$ cat src/hw/slk_pkg.sv
// slk_pkg: constants and types shared by the serial link control block
// assumes nothing beyond a SystemVerilog compiler
package slk_pkg;

  // ----------------------------------------
  // operating mode selector codes
  // ----------------------------------------
  localparam logic [3:0] SLK_SEL_5 = 4'h5;
  localparam logic [3:0] SLK_SEL_6 = 4'h6;
  localparam logic [3:0] SLK_SEL_8 = 4'h8;
  localparam logic [3:0] SLK_SEL_A = 4'hA;
  localparam logic [3:0] SLK_SEL_B = 4'hB;
  localparam logic [3:0] SLK_SEL_D = 4'hD;
  localparam logic [3:0] SLK_SEL_RST = 4'h5;

  // ----------------------------------------
  // station limits and protocol codes
  // ----------------------------------------
  localparam int unsigned SLK_MAX_STATIONS = 32;
  localparam logic [1:0] SLK_PROTO_DED = 2'h0;
  localparam logic [1:0] SLK_PROTO_NOP = 2'h1;
  localparam logic [1:0] SLK_PROTO_BID = 2'h2;

  // ----------------------------------------
  // indicator timing
  // ----------------------------------------
  localparam int unsigned SLK_CLK_HZ = 10_000_000;
  localparam int unsigned SLK_BLINK_MS = 50;
  localparam int unsigned SLK_BLINK_CYC = SLK_CLK_HZ / 1000 * SLK_BLINK_MS;

  // ----------------------------------------
  // transfer sequencer states
  // ----------------------------------------
  typedef enum logic [3:0] {
    SLK_IDLE = 4'h1,
    SLK_RECV = 4'h2,
    SLK_SEND = 4'h4,
    SLK_DONE = 4'h8
  } slk_state_e;

endpackage

$ cat src/hw/slk_blink.sv
// slk_blink: activity indicator that toggles while its activity level stands
// assumes activity is synchronous to core_clk
`timescale 1ns/1ns
module slk_blink
  import slk_pkg::*;
#(
  parameter int unsigned HALF_CYC = SLK_BLINK_CYC
) (
  // clock and reset
  input  wire logic core_clk,
  input  wire logic rst_n,
  // activity in, lamp out
  input  wire logic active,
  output logic      lamp
);

  logic [31:0] cnt_reg;
  logic [31:0] cnt_next;
  logic        lamp_reg;
  logic        lamp_next;

  always_comb begin
    cnt_next  = cnt_reg;
    lamp_next = lamp_reg;
    if (!active) begin
      cnt_next  = 32'h0;
      lamp_next = 1'b0;
    end else if (cnt_reg >= HALF_CYC - 1) begin
      cnt_next  = 32'h0;
      lamp_next = ~lamp_reg;
    end else begin
      cnt_next = cnt_reg + 32'h1;
    end
  end

  always_ff @(posedge core_clk) begin
    if (!rst_n) begin
      cnt_reg  <= 32'h0;
      lamp_reg <= 1'b0;
    end else begin
      cnt_reg  <= cnt_next;
      lamp_reg <= lamp_next;
    end
  end

  assign lamp = lamp_reg;

endmodule

$ cat src/hw/slk_ctrl.sv
// slk_ctrl: serial link mode, handshake and transmit gating control
// assumes pins enter unsynchronised; host-side strobes are core_clk pulses
`timescale 1ns/1ns

// Notes on behaviour
// - multi-drop line holds at most 32 stations, hosts and modules together
// - in multi-drop, only host-command dedicated-protocol exchanges are served
// - full multi-drop needs RS-422 and selector 5, 6 or 8
// - selector A, B or D: dedicated protocol only with the main channel host
// - normal mode switch during an exchange waits for its end
// - forced mode switch ends the running exchange at once
// - with no exchange running, any mode switch applies at once
// - full duplex with carrier check: transmit only while carrier present
// - full duplex with carrier check: carrier loss mid dedicated exchange resets the transfer sequence
// - full duplex, carrier check off: transmit regardless of carrier (half duplex with check off is a config error)
// - receive lamp blinks while characters arrive
// - send lamp blinks while characters go out
// - dedicated or bidirectional mode: DTR on once communication enabled
// - no-protocol with DTR/DSR control and communication enabled: DTR follows receive buffer space, otherwise DTR on
// - with DTR/DSR control and no RS-422 wiring, no transmit while DSR off
// - no transmit while clear-to-send off
// - full duplex: request-to-send follows module ready flag
// - half duplex: never start transmitting while carrier present
module slk_ctrl
  import slk_pkg::*;
#(
  parameter int unsigned BLINK_CYC = SLK_BLINK_CYC,
  parameter int unsigned FREE_W    = 8,
  parameter logic [FREE_W-1:0] FREE_LOW = 8'h04
) (
  // clock and reset
  input  wire logic              core_clk,
  input  wire logic              rst_n,
  // configuration
  input  wire logic [3:0]        sel_code,
  input  wire logic [1:0]        proto_mode,
  input  wire logic              multi_drop,
  input  wire logic              main_channel,
  input  wire logic              rs422_wiring,
  input  wire logic              half_duplex,
  input  wire logic              cd_check_en,
  input  wire logic              dtr_dsr_en,
  input  wire logic              comm_enable,
  input  wire logic              module_ready_flag,
  input  wire logic [5:0]        station_count,
  // mode switch requests
  input  wire logic              mode_req,
  input  wire logic              mode_force,
  input  wire logic [1:0]        mode_new,
  // exchange requests from the character engine
  input  wire logic              host_cmd,
  input  wire logic              unsolicited_req,
  input  wire logic              tx_char_busy,
  input  wire logic              rx_char_busy,
  input  wire logic              xfer_end,
  input  wire logic [FREE_W-1:0] rx_free,
  // serial pins
  input  wire logic              carrier_detect_in,
  input  wire logic              clear_to_send_in,
  input  wire logic              dsr_in,
  input  wire logic              receive_line,
  // outputs
  output logic                   request_to_send_out,
  output logic                   dtr_out,
  output logic                   tx_allow,
  output logic                   cfg_error,
  output logic                   xfer_abort,
  output logic [1:0]             active_mode,
  output logic                   busy,
  output logic                   send_lamp,
  output logic                   recv_lamp
);

  // ----------------------------------------
  // pin synchronisers
  // ----------------------------------------
  logic [3:0] sync1_reg;
  logic [3:0] sync2_reg;
  logic       cd_s;
  logic       cts_s;
  logic       dsr_s;
  logic       rxd_d_reg;

  always_ff @(posedge core_clk) begin
    if (!rst_n) begin
      sync1_reg <= 4'hF;
      sync2_reg <= 4'hF;
      rxd_d_reg <= 1'b1;
    end else begin
      sync1_reg <= {receive_line, dsr_in, clear_to_send_in, carrier_detect_in};
      sync2_reg <= sync1_reg;
      rxd_d_reg <= sync2_reg[3];
    end
  end

  assign cd_s  = sync2_reg[0];
  assign cts_s = sync2_reg[1];
  assign dsr_s = sync2_reg[2];

  // ----------------------------------------
  // configuration checks
  // ----------------------------------------
  logic sel_full_mn;
  logic sel_main_only;
  logic cfg_bad;
  logic cmd_ok;
  logic [1:0] active_reg;
  logic [1:0] active_next;

  assign sel_full_mn   = (sel_code == SLK_SEL_5) || (sel_code == SLK_SEL_6) ||
                         (sel_code == SLK_SEL_8);
  assign sel_main_only = (sel_code == SLK_SEL_A) || (sel_code == SLK_SEL_B) ||
                         (sel_code == SLK_SEL_D);
  assign cfg_bad = (half_duplex && !cd_check_en) ||
                   (multi_drop && (station_count > 6'(SLK_MAX_STATIONS))) ||
                   (multi_drop && !(rs422_wiring && sel_full_mn) &&
                    !sel_main_only);

  // which requests may open an exchange
  always_comb begin
    cmd_ok = 1'b0;
    if (!cfg_bad && comm_enable) begin
      if (multi_drop) begin
        cmd_ok = host_cmd && (active_reg == SLK_PROTO_DED);
      end else begin
        cmd_ok = host_cmd || (unsolicited_req && (active_reg != SLK_PROTO_DED));
      end
      if (sel_main_only && (active_reg == SLK_PROTO_DED) && !main_channel) begin
        cmd_ok = 1'b0;
      end
    end
  end

  // ----------------------------------------
  // exchange sequencer and mode switching
  // ----------------------------------------
  slk_state_e  st_reg;
  slk_state_e  st_next;
  logic [1:0]  pend_mode_reg;
  logic [1:0]  pend_mode_next;
  logic        pend_reg;
  logic        pend_next;
  logic        abort_reg;
  logic        abort_next;
  logic        busy_reg;
  logic        busy_next;
  logic        cd_lost;

  assign cd_lost = !half_duplex && cd_check_en && !cd_s &&
                   (active_reg == SLK_PROTO_DED) && busy_reg;

  always_comb begin
    st_next        = st_reg;
    active_next    = active_reg;
    pend_mode_next = pend_mode_reg;
    pend_next      = pend_reg;
    abort_next     = 1'b0;
    case (st_reg)
      SLK_IDLE: begin
        if (cmd_ok) begin
          st_next = SLK_RECV;
        end
      end
      SLK_RECV: begin
        if (!rx_char_busy) begin
          st_next = SLK_SEND;
        end
      end
      SLK_SEND: begin
        if (xfer_end) begin
          st_next = SLK_DONE;
        end
      end
      SLK_DONE: begin
        st_next = SLK_IDLE;
      end
      default: begin
        st_next = SLK_IDLE;
      end
    endcase
    if (cd_lost) begin
      st_next    = SLK_IDLE;
      abort_next = 1'b1;
    end
    if (mode_req) begin
      if (!busy_reg) begin
        active_next = mode_new;
        pend_next   = 1'b0;
      end else if (mode_force) begin
        active_next = mode_new;
        pend_next   = 1'b0;
        st_next     = SLK_IDLE;
        abort_next  = 1'b1;
      end else begin
        pend_mode_next = mode_new;
        pend_next      = 1'b1;
      end
    end else if (pend_reg && (st_reg == SLK_DONE || st_next == SLK_IDLE)) begin
      active_next = pend_mode_reg;
      pend_next   = 1'b0;
    end
    busy_next = (st_next != SLK_IDLE);
  end

  always_ff @(posedge core_clk) begin
    if (!rst_n) begin
      st_reg        <= SLK_IDLE;
      active_reg    <= SLK_PROTO_DED;
      pend_mode_reg <= SLK_PROTO_DED;
      pend_reg      <= 1'b0;
      abort_reg     <= 1'b0;
      busy_reg      <= 1'b0;
    end else begin
      st_reg        <= st_next;
      active_reg    <= active_next;
      pend_mode_reg <= pend_mode_next;
      pend_reg      <= pend_next;
      abort_reg     <= abort_next;
      busy_reg      <= busy_next;
    end
  end

  // ----------------------------------------
  // handshake outputs
  // ----------------------------------------
  logic tx_ok;
  logic tx_reg;
  logic rts_reg;
  logic rts_next;
  logic dtr_reg;
  logic dtr_next;
  logic err_reg;

  always_comb begin
    tx_ok = !cfg_bad && cts_s;
    if (dtr_dsr_en && !rs422_wiring && !dsr_s) begin
      tx_ok = 1'b0;
    end
    if (!half_duplex && cd_check_en && !cd_s) begin
      tx_ok = 1'b0;
    end
    if (half_duplex && cd_s && !tx_char_busy) begin
      tx_ok = 1'b0;
    end
  end

  always_comb begin
    if (half_duplex) begin
      rts_next = tx_char_busy;
    end else begin
      rts_next = module_ready_flag;
    end
    dtr_next = 1'b1;
    if (comm_enable && dtr_dsr_en && (active_reg == SLK_PROTO_NOP)) begin
      dtr_next = (rx_free > FREE_LOW);
    end else if (active_reg != SLK_PROTO_NOP) begin
      dtr_next = comm_enable || !dtr_dsr_en;
    end
  end

  always_ff @(posedge core_clk) begin
    if (!rst_n) begin
      tx_reg  <= 1'b0;
      rts_reg <= 1'b0;
      dtr_reg <= 1'b0;
      err_reg <= 1'b0;
    end else begin
      tx_reg  <= tx_ok;
      rts_reg <= rts_next;
      dtr_reg <= dtr_next;
      err_reg <= cfg_bad;
    end
  end

  assign tx_allow            = tx_reg;
  assign request_to_send_out = rts_reg;
  assign dtr_out             = dtr_reg;
  assign cfg_error           = err_reg;
  assign xfer_abort          = abort_reg;
  assign active_mode         = active_reg;
  assign busy                = busy_reg;

  // ----------------------------------------
  // activity lamps
  // ----------------------------------------
  logic rx_act;

  assign rx_act = rx_char_busy || (sync2_reg[3] != rxd_d_reg);

  slk_blink #(.HALF_CYC(BLINK_CYC)) u_recv_lamp (
    .core_clk (core_clk),
    .rst_n    (rst_n),
    .active   (rx_act),
    .lamp     (recv_lamp)
  );

  slk_blink #(.HALF_CYC(BLINK_CYC)) u_send_lamp (
    .core_clk (core_clk),
    .rst_n    (rst_n),
    .active   (tx_char_busy),
    .lamp     (send_lamp)
  );
endmodule

$ cat config.mk
export PLATFORM = sky130hd
export DESIGN_NAME = slk_ctrl
export DESIGN_NICKNAME = d
export VERILOG_FILES = /design/src/hw/slk_pkg.sv /design/src/hw/slk_blink.sv /design/src/hw/slk_ctrl.sv
export SDC_FILE = /design/constraint.sdc
export NUM_CORES = 1
export LEC_CHECK = 0
export ABC_AREA = 1
export BUFFER_PORTS_ARGS = -buffer_cell sky130_fd_sc_hd__buf_4
export CAP_MARGIN = 20
export CORE_MARGIN = 3
export CORE_UTILIZATION = 32
export DETAILED_ROUTE_END_ITERATION = 16
export PLACE_DENSITY = 0.5
export SLEW_MARGIN = 30
export SYNTH_ARGS = -nofsm -noshare
export SYNTH_HDL_FRONTEND = slang
export SYNTH_HIERARCHICAL = 1
export SYNTH_SLANG_ARGS = --single-unit
$ cat constraint.sdc
create_clock -name core_clk -period 1.54 [get_ports core_clk]
set_input_delay 0.154 -clock core_clk [delete_from_list [all_inputs] [get_ports core_clk]]
set_output_delay 0.154 -clock core_clk [all_outputs]
set_load 0.005 [all_outputs]
==> run_results.csv, run 1 <==
group,metric,value,unit
critical_path,cp_data_arrival_time,1.72,ns
power,powerDensity,1010,nW/um^2
cells_and_area,multi_input_area,1978,um^2
cells_and_area,final_common_cell,"nand2_1",
synthesis,synth_ff_type,"dfxtp_1",
synthesis,ys_top_cells_by_area,"dfxtp_1 46%, nand2_1 8.6%, nor2_1 7.9%",
route,wl_met2,3.423,mm
flow_run,maxCapViolations,0,
die,die_area,13560,um^2
sta,setup_viol,0,
route,drtPass1Iterations,5,
clock_network,cts_root_buffer,"clkbuf_16",
cells_and_area,layout.nets,636,
die,core_area,11660,um^2
cells_and_area,num_antenna_cells,0,
critical_path,crit_path_max_incr_delay,0.33,ns
cells_and_area,n_fill_cell,1181,
synthesis,netlist_area,3904,um^2
sta,finalHoldViolCount,0,
route,first_iter_violations,98,
die,rows,39,
critical_path,path_class,"reg2reg",
min_path,hp-start,"xfer_end",
route,top_layer_used,"met4",
placement,dpl_cell_area,4631,um^2
route,dr_wl_met3,411,um
power,peakVddDrop,0.0005283,V
sta,holdWs,0.06048,ns
die,initial_core_util,0.3347,
min_path,hold_class,"in2reg",
critical_path,ff2ff_path_depth,11,
sta,rsz0062_at_grt,"yes",
sta,layout_min_cycle_time,1.448,ns
critical_path,timing.rr.start,"u_recv_lamp/cnt_reg[0]",
clock_network,numCtsBuffers,9,
route,ant_nets,0,
clock_network,clkTransAtPathRegs,0.07,ns
power,p_leak,0.002148,uW
min_path,hold_path_end,"st_reg[3]",
global_routing,grt_pass1_wl,12.36,mm
critical_path,cp_max_fo,7,
route,viasPerCell,4.160,
route,met1_length,3.331,mm
critical_path,path_common_cell,"nand2_2",
synthesis,async_flop_share,0,
global_routing,grt_pass1_vias,2911,
synthesis,syn_avg_cell_area,8.032,um^2
clock_network,cts_tree,"yes",
critical_path,crit_slowest_cell,"dfxtp_2",
die,dieHeight,116.5,um
die,io_pins,53,
die,chipWidth,116.5,um
route,post_drt_wl_per_cell,9.824,um
sta,fin_worst_skew,0.005315,ns
critical_path,required,1.81,ns
sta,max_clock_freq,690.6,MHz
synthesis,synth_top_cell_area_share,0.4615,
sta,drv_slew,0,
global_routing,antenna_found_initial,0,
synthesis,yosys_warnings,6,
placement,port_buffers,50,
cells_and_area,regArea,1809,um^2
sta,final.setup.tns,0,ns
route,drc_errors,0,
sta,period_share,0.9403,
placement,gp_congestion,0.8091,
outcome,status,"completed",
synthesis,synth_enable_flop_cells,0,
cells_and_area,drive_gt1_frac,0.2936,
synthesis,synth_cells,486,
global_routing,grt_max_degree,20,
cells_and_area,area_delta_synth_final,32.15,%
cells_and_area,most-common-layout-cells,"85 x nand2_1, 84 x dfxtp_1, 81 x nor2_1",
synthesis,yosysTopAreaCell,"dfxtp_1",
critical_path,path_cells,"ha_4, nand2_2, inv_2, nand2_2, nand2_2, nand2_1, nand2_1, nand2_2, nand3_4, buf_12, nor2_4",
critical_path,start_kind,"register",
global_routing,grt-ovfl-total,0,
route,wl,7.260,mm
global_routing,track_usage,0.1155,
clock_network,clockBufferDepth,2,
cells_and_area,finish.instance_area,5159,um^2
critical_path,crit_path_end_kind,"register",
clock_network,htreeDepth,3,
synthesis,synth.lib_cells_used.distinct,34,
critical_path,r2r_slack,0.09,ns
min_path,hold_depth,3,
critical_path,worstReg2RegEnd,"u_recv_lamp/cnt_reg[0]",
route,route.vias.total,3074,
placement,dp_hpwl,5.425,mm
clock_network,cts_sinks,90,
clock_network,clkLatencyLatePin,0.33,ns
synthesis,ys_seq_area_frac,0.4615,
synthesis,synth_seq_cells,90,
[worst max-delay path: cells and delay by family (launching register included)]
kind	cells	cell delay, ns
simple gates	8	0.65
flops	1	0.33
fa+ha+maj	1	0.16
buf+inv	2	0.24
[report_power, final]
part	switching (uW)	internal, uW	leakage [uW]	total [uW]
combinational	120	143	0.00124	263
sequential	20.7	2390	0.000741	2410
clock	933	1600	0.000170	2530
total	1070	4140	0.00215	5210
[cell type report]
class,count,area share
timing repair buffer,73,0.1152
sequential,90,0.3507
clock inverter,7,0.02425
clock buffer,9,0.04366
multi-input combinational,351,0.3835
tap,143,0.03468
inverter,66,0.04802
[per-layer routing]
metal	track usage	vias up
met1	0.1364	1335
li1	-	1676
met4	0.04408	0
met5	0	-
met3	0.04093	7
met2	0.1926	56
[kinds of logic after synthesis]
logic type,Yosys count,share of synthesized area
compound gates,30,0.04648
xor+xnor,28,0.06282
fa+ha+maj,2,0.006409
buf+inv,70,0.07564
flops,90,0.4615
other cells,2,0.001924
simple gates,264,0.3452
[cell usage after synthesis, types with 2 or more instances]
master and number:
a21o_1 2, a21oi_1 12, buf_12 2, clkbuf_1 2, conb_1 2, dfxtp_1 90
ha_1 2, inv_1 58, inv_2 8, nand2_1 89, nand2_2 14, nand3_1 21
nand3_2 2, nand3_4 2, nand4_1 5, nor2_1 82, nor2_2 6, nor2_4 24
nor3_1 7, nor3_2 2, o21ai_0 7, o21bai_1 2, or2_2 8, xnor2_1 6
xor2_1 22
[worst max-delay path by stage]
| stage | from | end | slack (ns) | depth (start not counted) |
|---|---|---|---|---|
| global placement | u_recv_lamp/cnt_reg[0] | u_recv_lamp/cnt_reg[8] | 0.004 | 11 |
| CTS | u_recv_lamp/cnt_reg[0] | u_recv_lamp/cnt_reg[8] | 0.006 | 11 |
| floorplan | u_recv_lamp/cnt_reg[0] | u_recv_lamp/cnt_reg[10] | 0.08 | 11 |
| finish | u_recv_lamp/cnt_reg[0] | u_recv_lamp/cnt_reg[0] | 0.09 | 11 |
| global route | st_reg[3] | active_mode[1] | -0.03 | 14 |
| detailed placement | u_recv_lamp/cnt_reg[0] | u_recv_lamp/cnt_reg[8] | -0.02 | 11 |
[through the flow]
step,std cells,setup slack [ns],power (uW),utilization
after floorplan,510,0.08239,2572,-
after global placement,713,0.003814,2711,0.3971
after detailed placement,713,-0.01941,2716,0.3971
after CTS,736,0.005973,5283,0.4327
after global routing,739,-0.03114,5423,0.4423
final,739,0.09198,5209,0.4423
[repair_timing]
item	4_1_cts	5_1_grt
hold buffers	4	0
gates cloned	1	0
setup endpoints to repair	9	37
gates resized for setup	0	28
pin swaps	0	7
endpoints found under the hold margin	4	0
buffers inserted	2	3
Power figures use the tool's default switching activity.
==> inputs of run 2 (changes only) <==
--- a/config.mk
+++ b/config.mk
@@ -10,8 +10,9 @@
 export CAP_MARGIN = 20
 export CORE_MARGIN = 3
 export CORE_UTILIZATION = 32
+export CTS_BUF_LIST = sky130_fd_sc_hd__clkbuf_16
 export DETAILED_ROUTE_END_ITERATION = 16
-export PLACE_DENSITY = 0.5
+export PLACE_DENSITY = 0.51
 export SLEW_MARGIN = 30
 export SYNTH_ARGS = -nofsm -noshare
 export SYNTH_HDL_FRONTEND = slang
==> run 2 against run 1 <==
Sequential cell count unchanged; clock power is 7% lower; largest power group is now registers; die area did not move; register-to-register slack got worse by 0.03 ns; fmax is 2.0% lower; final cell count fell by 0.14%; critical endpoint is now u_send_lamp/cnt_reg[18].
==> run_results.csv, run 2 (synthesized netlist as in run 1, its figures left out) <==
group,metric,value,unit
die,io_pins,53,
power,clkPwrFrac,0.469,
global_routing,track_usage,0.1135,
critical_path,crit_slowest_cell,"dfxtp_2",
die,chipWidth,116.5,um
critical_path,path_cells,"ha_4, nand2_2, inv_2, buf_4, nand3_4, nor2_4, nand3_2, xor2_2, nor2_4",
placement,dpl_cell_area,4601,um^2
critical_path,path_class,"reg2reg",
die,initial_core_util,0.3347,
placement,dp.cells,709,
global_routing,grt_pass1_wl,12.02,mm
power,switching_power,1066,uW
global_routing,grt_pass1_vias,2745,
critical_path,crit_path_end_kind,"register",
critical_path,start_kind,"register",
critical_path,crit_path_max_incr_delay,0.37,ns
critical_path,cp_top_family,"simple AND/OR/NAND/NOR gates",
power,sequentialPowerShare,0.479,
sta,layout_min_cycle_time,1.478,ns
placement,gp_congestion,0.7850,
critical_path,path_buf_inv,2,
cells_and_area,layout.nets,635,
global_routing,antenna_found_initial,0,
critical_path,critPathLaunch,"u_send_lamp/cnt_reg[1]",
placement,port_buffers,50,
clock_network,numCtsBuffers,9,
clock_network,clockBufferDepth,2,
die,core_area,11660,um^2
global_routing,grt-ovfl-total,0,
power,comb_power_share,0.052,
route,drc_errors,0,
power,intPower,3969,uW
critical_path,required,1.77,ns
clock_network,cts_root_buffer,"clkbuf_16",
route,ant_nets,0,
min_path,hold_class,"in2reg",
sta,finalHoldViolCount,0,
cells_and_area,drive_gt1_frac,0.3160,
route,wl,7.244,mm
power,powerDensity,965.5,nW/um^2
route,viasPerCell,4.184,
min_path,hp-start,"carrier_detect_in",
die,rows,39,
clock_network,clkTransAtPathRegs,0.07,ns
critical_path,path_common_cell,"nor2_4",
cells_and_area,area_delta_synth_final,33.59,%
route,route.vias.total,3088,
sta,drv_slew,0,
outcome,status,"completed",
cells_and_area,most-common-layout-cells,"84 x nand2_1, 84 x dfxtp_1, 74 x nor2_1",
global_routing,grt_max_degree,17,
cells_and_area,finish.instance_area,5215,um^2
clock_network,cts_sinks,90,
sta,setup_viol,0,
clock_network,clkLatencyLatePin,0.33,ns
cells_and_area,finalCoreUtilization,0.4472,
critical_path,cp_max_fo,5,
placement,dp_hpwl,5.378,mm
critical_path,timing.rr.start,"u_send_lamp/cnt_reg[1]",
die,dieHeight,116.5,um
cells_and_area,stdcell_count,738,
power,swShare,0.2117,
power,p_leak,0.002150,uW
sta,fin_worst_skew,0.004863,ns
route,first_iter_violations,84,
sta,period_share,0.9597,
clock_network,htreeDepth,3,
flow_run,maxCapViolations,0,
sta,rsz0062_at_grt,"yes",
die,die_area,13560,um^2
power,peakVddDrop,0.0005273,V
route,post_drt_wl_per_cell,9.816,um
clock_network,cts_tree,"yes",
critical_path,cp_data_arrival_time,1.70,ns
route,drtPass1Iterations,6,
sta,max_clock_freq,676.6,MHz
cells_and_area,num_antenna_cells,0,
run 2: area by class of cell:
| cell class | count | area (um^2) |
|---|---|---|
| Clock buffer | 9 | 225.2 |
| Clock inverter | 7 | 101.3 |
| Tap cell | 143 | 178.9 |
| Multi-Input combinational cell | 350 | 2026 |
| Timing Repair Buffer | 73 | 626.9 |
| Sequential cell | 90 | 1809 |
| Fill cell | 1118 | 6447 |
| Inverter | 66 | 247.7 |
run 2: worst reg2reg max path: stages (launching register included):
cell and delay [ns]:
dfxtp_2 0.37, ha_4 0.14, nand2_2 0.05, inv_2 0.06, buf_4 0.11, nand3_4 0.08, nor2_4 0.19, nand3_2 0.11
xor2_2 0.21, nor2_4 0.05
run 2: power groups by stage:
stage	registers [uW]	clock network (uW)	logic, uW
final	2410	2360	259
after global routing	2420	2560	299
after floorplan	2460	0	108
after CTS	2410	2430	256
after global placement	2460	0	248
after detailed placement	2470	0	249
run 2: path summary, 6_finish.rpt:
path	end	slack, ns	cells after the start
worst max register to register	u_send_lamp/cnt_reg[18]	0.06	9
worst min register to register	sync2_reg[2]	0.41	1
worst max-delay path	u_send_lamp/cnt_reg[18]	0.06	9
worst min-delay path	sync1_reg[0]	0.02	2
run 2: routing by layer:
layer / vias up / wire length, um / global-route usage
met1: 1346 / 3325 / 0.1409
met2: 64 / 3353 / 0.1754
li1: 1673 / - / -
met4: 0 / 92 / 0.05104
met3: 5 / 472 / 0.04249
met5: - / 0 / 0
run 2: stage by stage:
step                      hold WS (ns)  power (uW)  worst slack [ns]  TNS (ns)
after CTS                     0.002630        5101           0.02656         0
final                          0.01591        5035           0.06203         0
after global placement          0.3430        2712           0.04812         0
after global routing          0.005628        5277          -0.04517   -0.2402
after floorplan                 0.2606        2572           0.08239         0
after detailed placement        0.3459        2715           0.04570         0
run 2: what timing repair did:
action                     4_1_cts  5_1_grt
resized for setup                0       44
hold endpoints to repair         3        0
setup endpoints to repair        0       37
setup buffers                    0        8
hold buffers                     3        0
==> inputs of run 3 (changes only) <==
--- a/config.mk
+++ b/config.mk
@@ -13,6 +13,7 @@
 export CTS_BUF_LIST = sky130_fd_sc_hd__clkbuf_16
 export DETAILED_ROUTE_END_ITERATION = 16
 export PLACE_DENSITY = 0.51
+export REMOVE_ABC_BUFFERS = 1
 export SLEW_MARGIN = 30
 export SYNTH_ARGS = -nofsm -noshare
 export SYNTH_HDL_FRONTEND = slang
==> run 3 against run 2 <==
Clock-buffer cell count unchanged; sequential power about the same; die area unchanged; global-route usage up 0.14 points; final cell count stayed put; critical path type unchanged; largest cell class unchanged.
==> run_results.csv, run 3 (synthesized netlist as in run 1, its figures left out) <==
group,metric,value,unit
critical_path,cp.depth,9,
global_routing,grt_max_degree,17,
placement,gp_congestion,0.8088,
route,viasPerCell,4.167,
cells_and_area,finalCoreUtilization,0.4465,
sta,fin_worst_skew,0.005084,ns
cells_and_area,num_antenna_cells,0,
die,core_area,11660,um^2
placement,dpl_cell_area,4601,um^2
sta,rsz0062_at_grt,"yes",
cells_and_area,most-common-layout-cells,"85 x dfxtp_1, 78 x nor2_1, 78 x nand2_1",
critical_path,crit_path_end_kind,"register",
critical_path,path_cells,"ha_4, nand2_4, inv_4, buf_6, nand3_4, nor2_4, buf_4, xnor2_1, nor2_4",
cells_and_area,finish.instance_area,5207,um^2
sta,drv_slew,0,
die,chipWidth,116.5,um
clock_network,htreeDepth,3,
global_routing,grt_pass1_vias,2957,
clock_network,clkTransAtPathRegs,0.07,ns
route,drc_errors,0,
cells_and_area,area_delta_synth_final,33.40,%
critical_path,critPathCapture,"u_recv_lamp/cnt_reg[10]",
clock_network,clkLatencyLatePin,0.33,ns
clock_network,clockBufferDepth,2,
critical_path,cp_top_family,"simple AND/OR/NAND/NOR gates",
die,dieHeight,116.5,um
critical_path,r2r_slack,0.09,ns
critical_path,path_buf_inv,3,
clock_network,numCtsBuffers,9,
global_routing,grt-ovfl-total,0,
sta,period_share,0.9407,
cells_and_area,drive_gt1_frac,0.3025,
placement,port_buffers,50,
cells_and_area,stdcell_count,738,
critical_path,crit_path_max_incr_delay,0.35,ns
route,post_drt_wl_per_cell,9.737,um
cells_and_area,n_fill_cell,1145,
die,io_pins,53,
critical_path,cp_max_fo,5,
cells_and_area,multi_input_area,1987,um^2
clock_network,cts_tree,"yes",
die,rows,39,
critical_path,critPathLaunch,"u_recv_lamp/cnt_reg[1]",
critical_path,start_kind,"register",
critical_path,timing.rr.start,"u_recv_lamp/cnt_reg[1]",
critical_path,crit_slowest_cell,"dfxtp_2",
clock_network,cts_root_buffer,"clkbuf_16",
route,ant_nets,0,
sta,layout_min_cycle_time,1.449,ns
route,route.vias.total,3075,
sta,max_clock_freq,690.3,MHz
placement,dp.cells,709,
min_path,hold_class,"in2reg",
sta,setup_viol,0,
critical_path,path_class,"reg2reg",
critical_path,worstReg2RegEnd,"u_recv_lamp/cnt_reg[10]",
min_path,hp-start,"mode_new[1]",
route,drtPass1Iterations,6,
global_routing,antenna_found_initial,0,
critical_path,path_common_cell,"nor2_4",
flow_run,maxCapViolations,0,
cells_and_area,regArea,1808,um^2
sta,finalHoldViolCount,0,
power,powerDensity,999.2,nW/um^2
critical_path,required,1.77,ns
route,first_iter_violations,68,
clock_network,cts_sinks,90,
global_routing,track_usage,0.1148,
sta,holdWs,0.05687,ns
power,p_leak,0.002196,uW
critical_path,ff2ff_path_depth,9,
power,peakVddDrop,0.0005768,V
cells_and_area,final_common_cell,"dfxtp_1",
route,wl,7.186,mm
cells_and_area,layout.nets,635,
placement,dp_hpwl,5.345,mm
die,initial_core_util,0.3347,
critical_path,cp_data_arrival_time,1.67,ns
global_routing,grt_pass1_wl,12.37,mm
outcome,status,"completed",
die,die_area,13560,um^2
## run 3: layout make-up
cell class / instances / area share
multi-input combinational: 350 / 0.3815
inverter: 66 / 0.04805
tap: 143 / 0.03436
clock inverter: 7 / 0.02331
timing repair buffer: 73 / 0.1223
sequential: 90 / 0.3472
clock buffer: 9 / 0.04325
## run 3: repair_timing
item	CTS	global route
setup buffers	0	7
setup endpoints to repair	0	39
resized for setup	0	39
hold buffers	3	1
hold endpoints to repair	3	1
## run 3: how the worst min path moves through the flow
stage,end,cells after the start,slack (ns)
after floorplan,rxd_d_reg,1,0.22
after global placement,sync1_reg[2],2,0.34
after detailed placement,sync1_reg[1],2,0.35
after CTS,sync1_reg[0],2,0.001
after global routing,st_reg[3],3,0.07
final,pend_mode_reg[1],3,0.06
## run 3: tightest hold or removal path: cells and delay by family
kind	cells	cell delay [ns]
buffers and inverters	1	0.09
AND/OR/NAND/NOR	2	0.12
## run 3: through the flow
stage	setup slack, ns	TNS (ns)	total power [uW]
floorplan	0.002156	0	2568
global placement	0.03624	0	2708
detailed placement	0.02523	0	2713
CTS	0.005476	0	5264
global route	-0.07999	-0.1708	5421
finish	0.09131	0	5204
## run 3: power by group
part / internal, uW / switching [uW] / leakage (uW) / total [uW]
logic: 142 / 117 / 0.00128 / 259
clock network: 1600 / 932 / 0.000171 / 2530
registers: 2390 / 20.3 / 0.000742 / 2410
total: 4130 / 1070 / 0.00220 / 5200
## run 3: per-layer routing
metal  up-vias  share of wire  track usage
li1       1675              -            -
met1      1337           0.46       0.1395
met2        53           0.47       0.1831
met3        10          0.062      0.04145
met4         0          0.016      0.05027
met5         -              0            0
